$ cat src/hdl/sep_pkg.sv
// constants and types for the serial port error status block
package sep_pkg;
  localparam logic [11:0] SERIAL_ERROR_STATUS_OFFSET = 12'h2EA;
  localparam logic [7:0] SERIAL_ERROR_STATUS_RESET = 8'h00;
  localparam int BIT_FRAMING = 7;
  localparam int BIT_OVERRUN = 6;
  localparam int BIT_PARITY = 5;
  localparam int BIT_OVERFLOW = 4;
  localparam int BIT_ILLEGAL = 3;
  localparam int BIT_NOT_READY = 2;
  localparam int BIT_BLOCK = 1;
  localparam int BIT_COMMAND = 0;
  localparam logic [7:0] MODULE_FLAGS = 8'h0F;
  localparam logic [7:0] HOST_FLAGS = 8'hF0;
  localparam logic [7:0] CODE_SUCCESS = 8'h01;
  localparam logic [7:0] CODE_NAK = 8'h8B;
  localparam logic [7:0] CODE_PORT_OPEN = 8'h96;
  localparam logic [7:0] CODE_CONC_OFF = 8'h97;
  localparam logic [7:0] CODE_BAD_BUFFER = 8'h98;
  localparam logic [7:0] CODE_NOT_ACTIVE = 8'h9A;
  localparam int OPT_CONCURRENT = 0;
  localparam int OPT_INPUT = 2;
  localparam int OPT_OUTPUT = 3;
  localparam logic [3:0] BAUD_300_MAX_CODE = 4'h8;
  localparam logic [1:0] WLEN_RESET = 2'h0;
  localparam logic [3:0] BAUD_RESET = 4'h0;
  localparam logic [2:0] MON_RESET = 3'h0;
  localparam int CLK_HZ = 50000000;
  localparam int PRN_TIMEOUT_MS = 4000;
  localparam int PRN_TIMEOUT_CYC = PRN_TIMEOUT_MS * (CLK_HZ / 1000);
  localparam int FIFO_DEPTH = 32;
  localparam int FIFO_WIDTH = 8;
  typedef enum logic [3:0] {
    CMD_OPEN = 4'h0,
    CMD_CLOSE = 4'h1,
    CMD_START = 4'h2,
    CMD_INPUT = 4'h3,
    CMD_OUTPUT = 4'h4,
    CMD_BLOCK = 4'h5,
    CMD_CONFIG = 4'h6,
    CMD_STATUS = 4'h7
  } sep_cmd_t;
  typedef enum logic [0:0] {
    PRN_IDLE = 1'b0,
    PRN_WAIT = 1'b1
  } sep_prn_state_t;
endpackage

$ cat src/hdl/sep_error_status.sv
// serial port error status block with holding buffer and printer port
`timescale 1ns/1ns
// Notes on behaviour
// - framing flag bit 7 when stop position for the word length is not mark
// - framing flag raised on arrival, not when read from the buffer
// - eight-bit framing flag cleared by status and by closing concurrent mode
// - module flags cleared as each operation starts; set wins; framing kept unless closing concurrent mode or configuring while inactive
// - overrun flag bit 6 set when the next character after lost data is buffered
// - parity flag bit 5 only with checking enabled; status clears it
// - full buffer: overflow flag bit 4, oldest character replaced; status clears
// - short-word concurrent start with both directions or fast baud sets bit 3
// - illegal option always sets command error too; status clears it
// - monitored ready line off refuses start or block output, sets bit 2
// - refusals answer NAK; flags kept for next status; status clears bit 2
// - failed block transfer sets bit 1 and refuses the command
// - unknown or unperformable command sets command error bit 0
// - module flags visible to status only while concurrent mode inactive
// - concurrent start on a port opened without concurrent option gives 151
// - opening an already open port gives 150
// - start with inconsistent user buffer gives 152
// - input without active concurrent mode gives 154
// - printer fault low: printer commands get no answer at all
// - printer NAK for nonzero options or no acceptance within 4 seconds
// - checked line off returns error instead of performing the operation

module sep_fifo #(
  parameter int W = 8,
  parameter int D = 32
) (
  input wire logic clk,
  input wire logic rst,
  input wire logic in_valid,
  output logic in_ready,
  input wire logic [W-1:0] in_data,
  output logic out_valid,
  input wire logic out_ready,
  output logic [W-1:0] out_data,
  input wire logic drop
);
  localparam int AW = $clog2(D);
  logic [W-1:0] mem [D];
  logic [AW-1:0] wp_q;
  logic [AW-1:0] rp_q;
  logic [AW:0] cnt_q;
  logic full;
  logic push;
  logic pop;
  assign full = cnt_q == (AW+1)'(D);
  assign out_valid = cnt_q != '0;
  assign in_ready = !full;
  // a drop frees the slot the same cycle, so a full buffer still takes data
  assign pop = out_valid & (out_ready | drop);
  assign push = in_valid & (!full | pop);
  assign out_data = mem[rp_q];
  always_ff @(posedge clk) begin
    if (push) begin
      mem[wp_q] <= in_data;
    end
  end
  always_ff @(posedge clk or posedge rst) begin
    if (rst) begin
      wp_q <= '0;
      rp_q <= '0;
      cnt_q <= '0;
    end else begin
      if (push) wp_q <= wp_q + 1'b1;
      if (pop) rp_q <= rp_q + 1'b1;
      cnt_q <= cnt_q + (AW+1)'(push) - (AW+1)'(pop);
    end
  end
endmodule

module sep_error_status #(
  parameter int PRN_TIMEOUT = sep_pkg::PRN_TIMEOUT_CYC,
  parameter int DEPTH = sep_pkg::FIFO_DEPTH
) (
  input wire logic clk,
  input wire logic rst,
  input wire logic cmd_valid,
  input wire logic [3:0] cmd_code,
  input wire logic [7:0] cmd_arg1,
  input wire logic [7:0] cmd_arg2,
  input wire logic cmd_buf_bad,
  input wire logic cmd_blk_bad,
  output logic rsp_valid_q,
  output logic [7:0] rsp_code_q,
  output logic [7:0] rsp_status_q,
  output logic [7:0] err_status_q,
  output logic conc_active_q,
  input wire logic rx_valid,
  input wire logic [9:0] rx_frame,
  input wire logic rx_lost,
  input wire logic par_en,
  input wire logic par_odd,
  output logic rd_valid,
  input wire logic rd_ready,
  output logic [7:0] rd_data,
  input wire logic dsr_pin,
  input wire logic cts_pin,
  input wire logic crx_pin,
  input wire logic prn_fault_pin,
  input wire logic prn_ack_pin,
  input wire logic prn_req,
  input wire logic [7:0] prn_opt1,
  input wire logic [7:0] prn_opt2,
  output logic prn_rsp_valid_q,
  output logic [7:0] prn_rsp_code_q
);
  localparam int TW = $clog2(PRN_TIMEOUT + 1);
  localparam logic [TW-1:0] TO_LAST = TW'(PRN_TIMEOUT - 1);

  // pin synchronisers: three stages, a rise counts once stages two and three agree, a fall as soon as they differ
  logic [4:0] s1_q;
  logic [4:0] s2_q;
  logic [4:0] s3_q;
  logic [4:0] pin_q;
  logic [4:0] pins;
  assign pins = {prn_ack_pin, prn_fault_pin, dsr_pin, cts_pin, crx_pin};
  always_ff @(posedge clk or posedge rst) begin
    if (rst) begin
      s1_q <= '0;
      s2_q <= '0;
      s3_q <= '0;
      pin_q <= '0;
    end else begin
      s1_q <= pins;
      s2_q <= s1_q;
      s3_q <= s2_q;
      pin_q <= (pin_q & ~(s2_q ^ s3_q)) | (s2_q & ~(s2_q ^ s3_q));
    end
  end
  logic [2:0] rdy_now;
  logic fault_ok;
  logic ack_now;
  assign rdy_now = pin_q[2:0];
  assign fault_ok = pin_q[3];
  assign ack_now = pin_q[4];

  // port state and configuration
  logic open_q;
  logic conc_en_q;
  logic both_q;
  logic [1:0] wlen_q;
  logic [3:0] baud_q;
  logic [2:0] mon_q;
  logic [7:0] stat_q;
  logic lost_q;

  // command decode
  wire is_open = cmd_code == sep_pkg::CMD_OPEN;
  wire is_close = cmd_code == sep_pkg::CMD_CLOSE;
  wire is_start = cmd_code == sep_pkg::CMD_START;
  wire is_input = cmd_code == sep_pkg::CMD_INPUT;
  wire is_output = cmd_code == sep_pkg::CMD_OUTPUT;
  wire is_block = cmd_code == sep_pkg::CMD_BLOCK;
  wire is_cfg = cmd_code == sep_pkg::CMD_CONFIG;
  wire is_status = cmd_code == sep_pkg::CMD_STATUS;
  wire unknown = cmd_code > sep_pkg::CMD_STATUS;
  wire rdy_fail = |(mon_q & ~rdy_now);
  wire short_w = wlen_q != sep_pkg::WLEN_RESET;
  wire baud_hi = baud_q > sep_pkg::BAUD_300_MAX_CODE;
  wire ill_cond = short_w & (both_q | baud_hi);
  wire start_ok = is_start & open_q & conc_en_q & !cmd_buf_bad;
  wire blk_try = is_block & !conc_active_q;
  wire set_ill = cmd_valid & start_ok & ill_cond;
  wire set_nrd = cmd_valid & ((start_ok & !ill_cond) | blk_try) & rdy_fail;
  wire set_blk = cmd_valid & blk_try & !rdy_fail & cmd_blk_bad;
  wire cmd_bad = unknown | (is_cfg & conc_active_q) | (is_block & conc_active_q);
  wire set_cmd = set_ill | (cmd_valid & cmd_bad);
  wire start_go = cmd_valid & start_ok & !ill_cond & !rdy_fail;
  wire close_conc = cmd_valid & is_close & conc_active_q;

  // response code, first failing check wins
  wire [7:0] code_start = !conc_en_q ? sep_pkg::CODE_CONC_OFF :
    cmd_buf_bad ? sep_pkg::CODE_BAD_BUFFER :
    (ill_cond | rdy_fail) ? sep_pkg::CODE_NAK : sep_pkg::CODE_SUCCESS;
  wire [7:0] code_blk = (conc_active_q | rdy_fail | cmd_blk_bad) ?
    sep_pkg::CODE_NAK : sep_pkg::CODE_SUCCESS;
  wire [7:0] rsp_code_d = is_open ? (open_q ? sep_pkg::CODE_PORT_OPEN :
    sep_pkg::CODE_SUCCESS) :
    (is_start & !open_q) ? sep_pkg::CODE_NAK :
    is_start ? code_start :
    is_input ? (conc_active_q ? sep_pkg::CODE_SUCCESS : sep_pkg::CODE_NOT_ACTIVE) :
    is_block ? code_blk :
    cmd_bad ? sep_pkg::CODE_NAK : sep_pkg::CODE_SUCCESS;

  // receive path: stop position is one past the last data bit
  wire [3:0] dbits = 4'h8 - {2'h0, wlen_q};
  wire stop_bad = !rx_frame[dbits + 4'h1];
  wire [7:0] dmask = 8'hFF >> wlen_q;
  wire [7:0] rx_data = rx_frame[8:1] & dmask;
  wire par_bad = par_en & ((^rx_data) ^ par_odd);
  logic fifo_ready;
  wire drop = rx_valid & !fifo_ready & !(rd_valid & rd_ready);

  sep_fifo #(
    .W(sep_pkg::FIFO_WIDTH),
    .D(DEPTH)
  ) u_fifo (
    .clk(clk),
    .rst(rst),
    .in_valid(rx_valid),
    .in_ready(fifo_ready),
    .in_data(rx_data),
    .out_valid(rd_valid),
    .out_ready(rd_ready),
    .out_data(rd_data),
    .drop(drop)
  );

  // flag set and clear terms; a set in the same cycle beats any clear
  wire [7:0] vis = conc_active_q ? (sep_pkg::HOST_FLAGS & {!short_w, 7'h7F}) : 8'hFF;
  wire st_req = cmd_valid & is_status;
  wire op_start = cmd_valid & !is_status;
  wire [7:0] set_v = {rx_valid & stop_bad, rx_valid & (lost_q | rx_lost),
    rx_valid & par_bad, drop, set_ill, set_nrd, set_blk, set_cmd};
  wire [7:0] clr_v = (st_req ? vis : 8'h00) |
    (op_start ? sep_pkg::MODULE_FLAGS : 8'h00) |
    ((close_conc | (cmd_valid & is_cfg & !conc_active_q)) ? 8'h80 : 8'h00);
  wire [7:0] stat_d = (stat_q & ~clr_v) | set_v;

  always_ff @(posedge clk or posedge rst) begin
    if (rst) begin
      stat_q <= sep_pkg::SERIAL_ERROR_STATUS_RESET;
      lost_q <= 1'b0;
      rsp_valid_q <= 1'b0;
      rsp_code_q <= 8'h00;
      rsp_status_q <= 8'h00;
    end else begin
      stat_q <= stat_d;
      // lost data waits for the next buffered character
      lost_q <= (lost_q | rx_lost) & !rx_valid;
      rsp_valid_q <= cmd_valid;
      if (cmd_valid) rsp_code_q <= rsp_code_d;
      if (st_req) rsp_status_q <= stat_q & vis;
    end
  end
  assign err_status_q = stat_q;

  always_ff @(posedge clk or posedge rst) begin
    if (rst) begin
      open_q <= 1'b0;
      conc_en_q <= 1'b0;
      both_q <= 1'b0;
      conc_active_q <= 1'b0;
      wlen_q <= sep_pkg::WLEN_RESET;
      baud_q <= sep_pkg::BAUD_RESET;
      mon_q <= sep_pkg::MON_RESET;
    end else if (cmd_valid) begin
      if (is_open & !open_q) begin
        open_q <= 1'b1;
        conc_en_q <= cmd_arg1[sep_pkg::OPT_CONCURRENT];
        both_q <= cmd_arg1[sep_pkg::OPT_INPUT] & cmd_arg1[sep_pkg::OPT_OUTPUT];
      end
      if (is_close) begin
        open_q <= 1'b0;
        conc_active_q <= 1'b0;
      end
      if (start_go) conc_active_q <= 1'b1;
      if (is_cfg & !conc_active_q) begin
        baud_q <= cmd_arg1[3:0];
        wlen_q <= cmd_arg1[5:4];
        mon_q <= cmd_arg2[2:0];
      end
    end
  end

  // printer port
  sep_pkg::sep_prn_state_t prn_q;
  logic [TW-1:0] tmo_q;
  wire opt_bad = (prn_opt1 != 8'h00) | (prn_opt2 != 8'h00);
  wire tmo_end = tmo_q == TO_LAST;
  always_ff @(posedge clk or posedge rst) begin
    if (rst) begin
      prn_q <= sep_pkg::PRN_IDLE;
      tmo_q <= '0;
      prn_rsp_valid_q <= 1'b0;
      prn_rsp_code_q <= 8'h00;
    end else begin
      prn_rsp_valid_q <= 1'b0;
      unique case (prn_q)
        sep_pkg::PRN_IDLE: begin
          tmo_q <= '0;
          // silence with fault low lets the host time out
          if (prn_req & fault_ok) begin
            if (opt_bad) begin
              prn_rsp_valid_q <= 1'b1;
              prn_rsp_code_q <= sep_pkg::CODE_NAK;
            end else begin
              prn_q <= sep_pkg::PRN_WAIT;
            end
          end
        end
        sep_pkg::PRN_WAIT: begin
          tmo_q <= tmo_q + 1'b1;
          if (!fault_ok) begin
            prn_q <= sep_pkg::PRN_IDLE;
          end else if (ack_now | tmo_end) begin
            prn_q <= sep_pkg::PRN_IDLE;
            prn_rsp_valid_q <= 1'b1;
            prn_rsp_code_q <= ack_now ? sep_pkg::CODE_SUCCESS : sep_pkg::CODE_NAK;
          end
        end
      endcase
    end
  end
endmodule

$ cat config.mk
export PLATFORM = sky130hd
export DESIGN_NAME = sep_error_status
export DESIGN_NICKNAME = d
export VERILOG_FILES = /design/src/hdl/sep_pkg.sv /design/src/hdl/sep_error_status.sv
export SDC_FILE = /design/constraint.sdc
export NUM_CORES = 1
export LEC_CHECK = 0
export BUFFER_PORTS_ARGS = -buffer_cell sky130_fd_sc_hd__buf_2
export CAP_MARGIN = 20
export CORE_ASPECT_RATIO = 0.75
export CORE_MARGIN = 8
export CORE_UTILIZATION = 35
export CTS_BUF_LIST = sky130_fd_sc_hd__clkbuf_8 sky130_fd_sc_hd__clkbuf_16
export DETAILED_ROUTE_END_ITERATION = 10
export PLACE_DENSITY_LB_ADDON = 0.05
export SLEW_MARGIN = 40
export SYNTH_ARGS = -nofsm -noshare
export SYNTH_HDL_FRONTEND = slang
export SYNTH_SLANG_ARGS = --single-unit
$ cat constraint.sdc
create_clock -name clk -period 7.3 [get_ports clk]
set_input_delay 1.46 -clock clk [delete_from_list [all_inputs] [get_ports clk]]
set_output_delay 1.46 -clock clk [all_outputs]
set_load 0.02 [all_outputs]
==> flow_metrics.py <==
metrics = {
    "placement": {
        "port_buffers": 91,
        "place_congestion": 0.7400,
        "hpwl_um": 21200,
    },
    "sta": {
        "min_period_ns": 4.754,
        "setup_viol": 0,
        "rsz0062_at_grt": "false",
        "fin_skew_ns": 0.02070,
        "fin_crit_sh_pct": 65.13,
        "max_freq_mhz": 210.3,
        "maxSlewHeadroom_pct": 45.14,
        "drv_slew": 0,
        "hold_viol": 0,
        "tightest_slew_ns": 0.8199,
        "setup_tns_ns": 0,
    },
    "cts": {
        "cts.clk_slew.worst_paths_ns": 0.06,
        "htree_levels": 2,
        "cts_root_buf": "clkbuf_16",
        "holdBufCountCts": 0,
        "cts_buffers": 39,
        "cts_tree": "yes",
        "postCtsSetupRepairBufs": 0,
        "clock_sinks": 361,
        "insertion_delay_ns": 0.54,
        "cts_resized": 0,
        "cts_buffer_depth": 3,
    },
    "worst_setup_path": {
        "crit_fanout": 35,
        "r2r-end": "u_fifo.cnt_q[5]",
        "timing.rr.start": "u_fifo.cnt_q[3]",
        "critPathLaunchType": "register",
        "path_class": "reg2out",
        "rrSetupSlack_ns": 4.34,
        "arrival_ns": 3.29,
        "end_kind": "output port",
        "worst_r2r_path_depth": 13,
        "required_ns": 5.84,
    },
    "logic_synthesis": {
        "yosys-top-cells-area": "edfxtp_1, dfrtp_1, mux4_2, nor2_1, ha_1",
        "synthFlopType": "edfxtp_1",
        "synth_edf_count": 256,
        "netlist.area_leader.share_pct": 52.03,
        "synth.distinct_cells": 50,
        "async_reset_ff_share_pct": 29.09,
        "syn_area_per_cell_sq_um": 17.00,
        "yosysMostFrequentCell": "edfxtp_1",
        "synth_seq_cells": 361,
        "synth_warnings": 0,
        "syn_area_sq_um": 14780,
        "yosysTopAreaCell": "edfxtp_1",
        "yosys-top-cells-count": "edfxtp_1, dfrtp_1, mux4_2",
        "ys_seq_area_share_pct": 69.81,
        "netlist_instances": 869,
    },
    "power": {
        "powerDensity_nw_per_um2": 359.9,
        "comb_power_share_pct": 25.8,
        "peakVddDrop_uv": 242.2,
        "power_frac_seq_pct": 41.5,
        "internal_power_mw": 4.358,
        "total_power_mw": 6.213,
        "p_clk_share_pct": 32.7,
        "swShare_pct": 29.87,
        "switchingPower_mw": 1.856,
        "power.leakage_nw": 6.139,
    },
    "layout": {
        "layout.nets": 1060,
        "fillCellCount": 3804,
        "area_growth_pct": 16.83,
        "drive_gt1_share_pct": 29.07,
    },
    "worst_hold_path": {
        "holdPathStages": 0,
        "min_path_type": "reg2reg",
        "hold_start": "s1_q[4]",
        "min_to": "s2_q[4]",
    },
    "job": {
        "cap_violations": 0,
    },
    "floorplan": {
        "initial_core_util_pct": 35.28,
        "die_y_um": 193.9,
        "dieArea_sq_um": 49110,
        "rows": 65,
        "die_w_um": 253.3,
        "core_sq_um": 41880,
        "ios": 106,
    },
    "global_routing": {
        "gr-usage-all-layers_pct": 13.78,
        "grt_max_degree": 72,
        "overflow": 0,
        "antenna_found_initial": 6,
        "grt_pass1_wl_um": 51590,
        "grt_pass1_vias": 8238,
    },
    "routing": {
        "drt_iter0_drc": 555,
        "totalWireLength_um": 33610,
        "num_vias": 7775,
        "drc_errors": 0,
        "viasPerCell": 4.924,
        "antenna_left": 0,
        "dr.pass1.iters": 4,
        "wl_per_cell_um": 21.29,
    },
    "outcome": {
        "status": "finished clean",
    },
}
routing by layer:
layer / wire (um) / global-route usage [%] / part of all wire, %
met1: 16990 / 21.35 / 51
met2: 14430 / 19.54 / 43
met4: 583 / 3.426 / 1.7
met5: 0 / 0 / 0
met3: 1610 / 2.679 / 4.8
final cells by class:
class / instances / area, sq um / area share (%)
diodes: 2 / 5.005 / 0.02899
clock buffers: 40 / 1001 / 5.798
clock inverters: 32 / 322.8 / 1.870
inverters: 24 / 95.09 / 0.5508
multi-input cells: 447 / 4250 / 24.62
flip-flops and latches: 361 / 10320 / 59.80
well taps: 569 / 711.9 / 4.124
repair buffers: 104 / 553.0 / 3.204
sequential cells by signal, indices dropped and copies added, names as in the netlist, 6 cells and up:
signal / cells
u_fifo.mem: 256
err_status_q: 8
rsp_status_q: 8
tmo_q: 28
u_fifo.cnt_q: 6
rsp_code_q: 6
power groups by stage:
stage                     combinational [mW]  clock [mW]  sequential [mW]
final                                   1.61        2.03             2.58
after global routing                    1.75        2.17             2.60
after detailed placement                1.64           0             2.62
after global placement                  1.63           0             2.62
after floorplan                         1.19           0             2.51
after CTS                               1.65        2.10             2.58
cells in the final DEF, fill, tap and decap left out, drive strengths merged, types with 6 or more instances in the layout:
| cell | n |
|---|---|
| dfrtp | 105 |
| clkinv | 18 |
| buf | 104 |
| nand4 | 15 |
| bufinv | 6 |
| xnor2 | 18 |
| a21oi | 13 |
| mux4 | 81 |
| a31oi | 6 |
| nand3 | 16 |
| or3 | 7 |
| nand2 | 41 |
| nor4 | 9 |
| a21o | 7 |
| o21ai | 14 |
| conb | 6 |
| nor2b | 8 |
| mux2 | 22 |
| xor2 | 25 |
| nor2 | 76 |
| nor3 | 8 |
| ha | 20 |
| clkbuf | 40 |
| edfxtp | 256 |
| inv | 29 |
stage by stage:
step	hold WS (ns)	instance area [sq um]	utilization [%]	worst slack, ns	cells
after floorplan	0.3312	14790	-	3.079	874
after global placement	0.3343	15860	37.88	2.779	1505
after detailed placement	0.3347	15920	38.00	3.035	1505
after CTS	0.3475	17240	41.17	2.437	1577
after global routing	0.3585	17260	41.20	2.412	1577
final	0.3460	17260	41.22	2.546	1579
critical path, stage by stage, from the launching register on:
cell	delay (ns)
dfrtp_4	0.76
buf_4	0.58
mux4_2	0.41
mux4_2	0.51
mux2_2	0.31
buf_2	0.17
kinds of logic after synthesis:
| group | after synthesis | share of synthesized area [%] |
|---|---|---|
| AOI/OAI and AO/OA | 63 | 2.769 |
| buffers and inverters | 66 | 2.058 |
| other | 1 | 0.02538 |
| adders and majority gates | 21 | 1.829 |
| DFF | 361 | 69.81 |
| muxes | 103 | 14.02 |
| xor gates and xnor gates | 43 | 2.549 |
| and+or+nand+nor | 211 | 6.935 |
worst max-delay path by stage:
stage | endpoint | startpoint | slack [ns]
detailed placement | rd_data[7] | u_fifo.rp_q[1] | 3.04
CTS | rd_data[7] | u_fifo.rp_q[1] | 2.44
global route | rd_data[7] | u_fifo.rp_q[1] | 2.41
finish | rd_data[7] | u_fifo.rp_q[1] | 2.55
global placement | rd_data[7] | u_fifo.rp_q[1] | 2.78
floorplan | baud_q[0] | rst | 3.08
No activity file was read; power rests on OpenSTA's default activity.
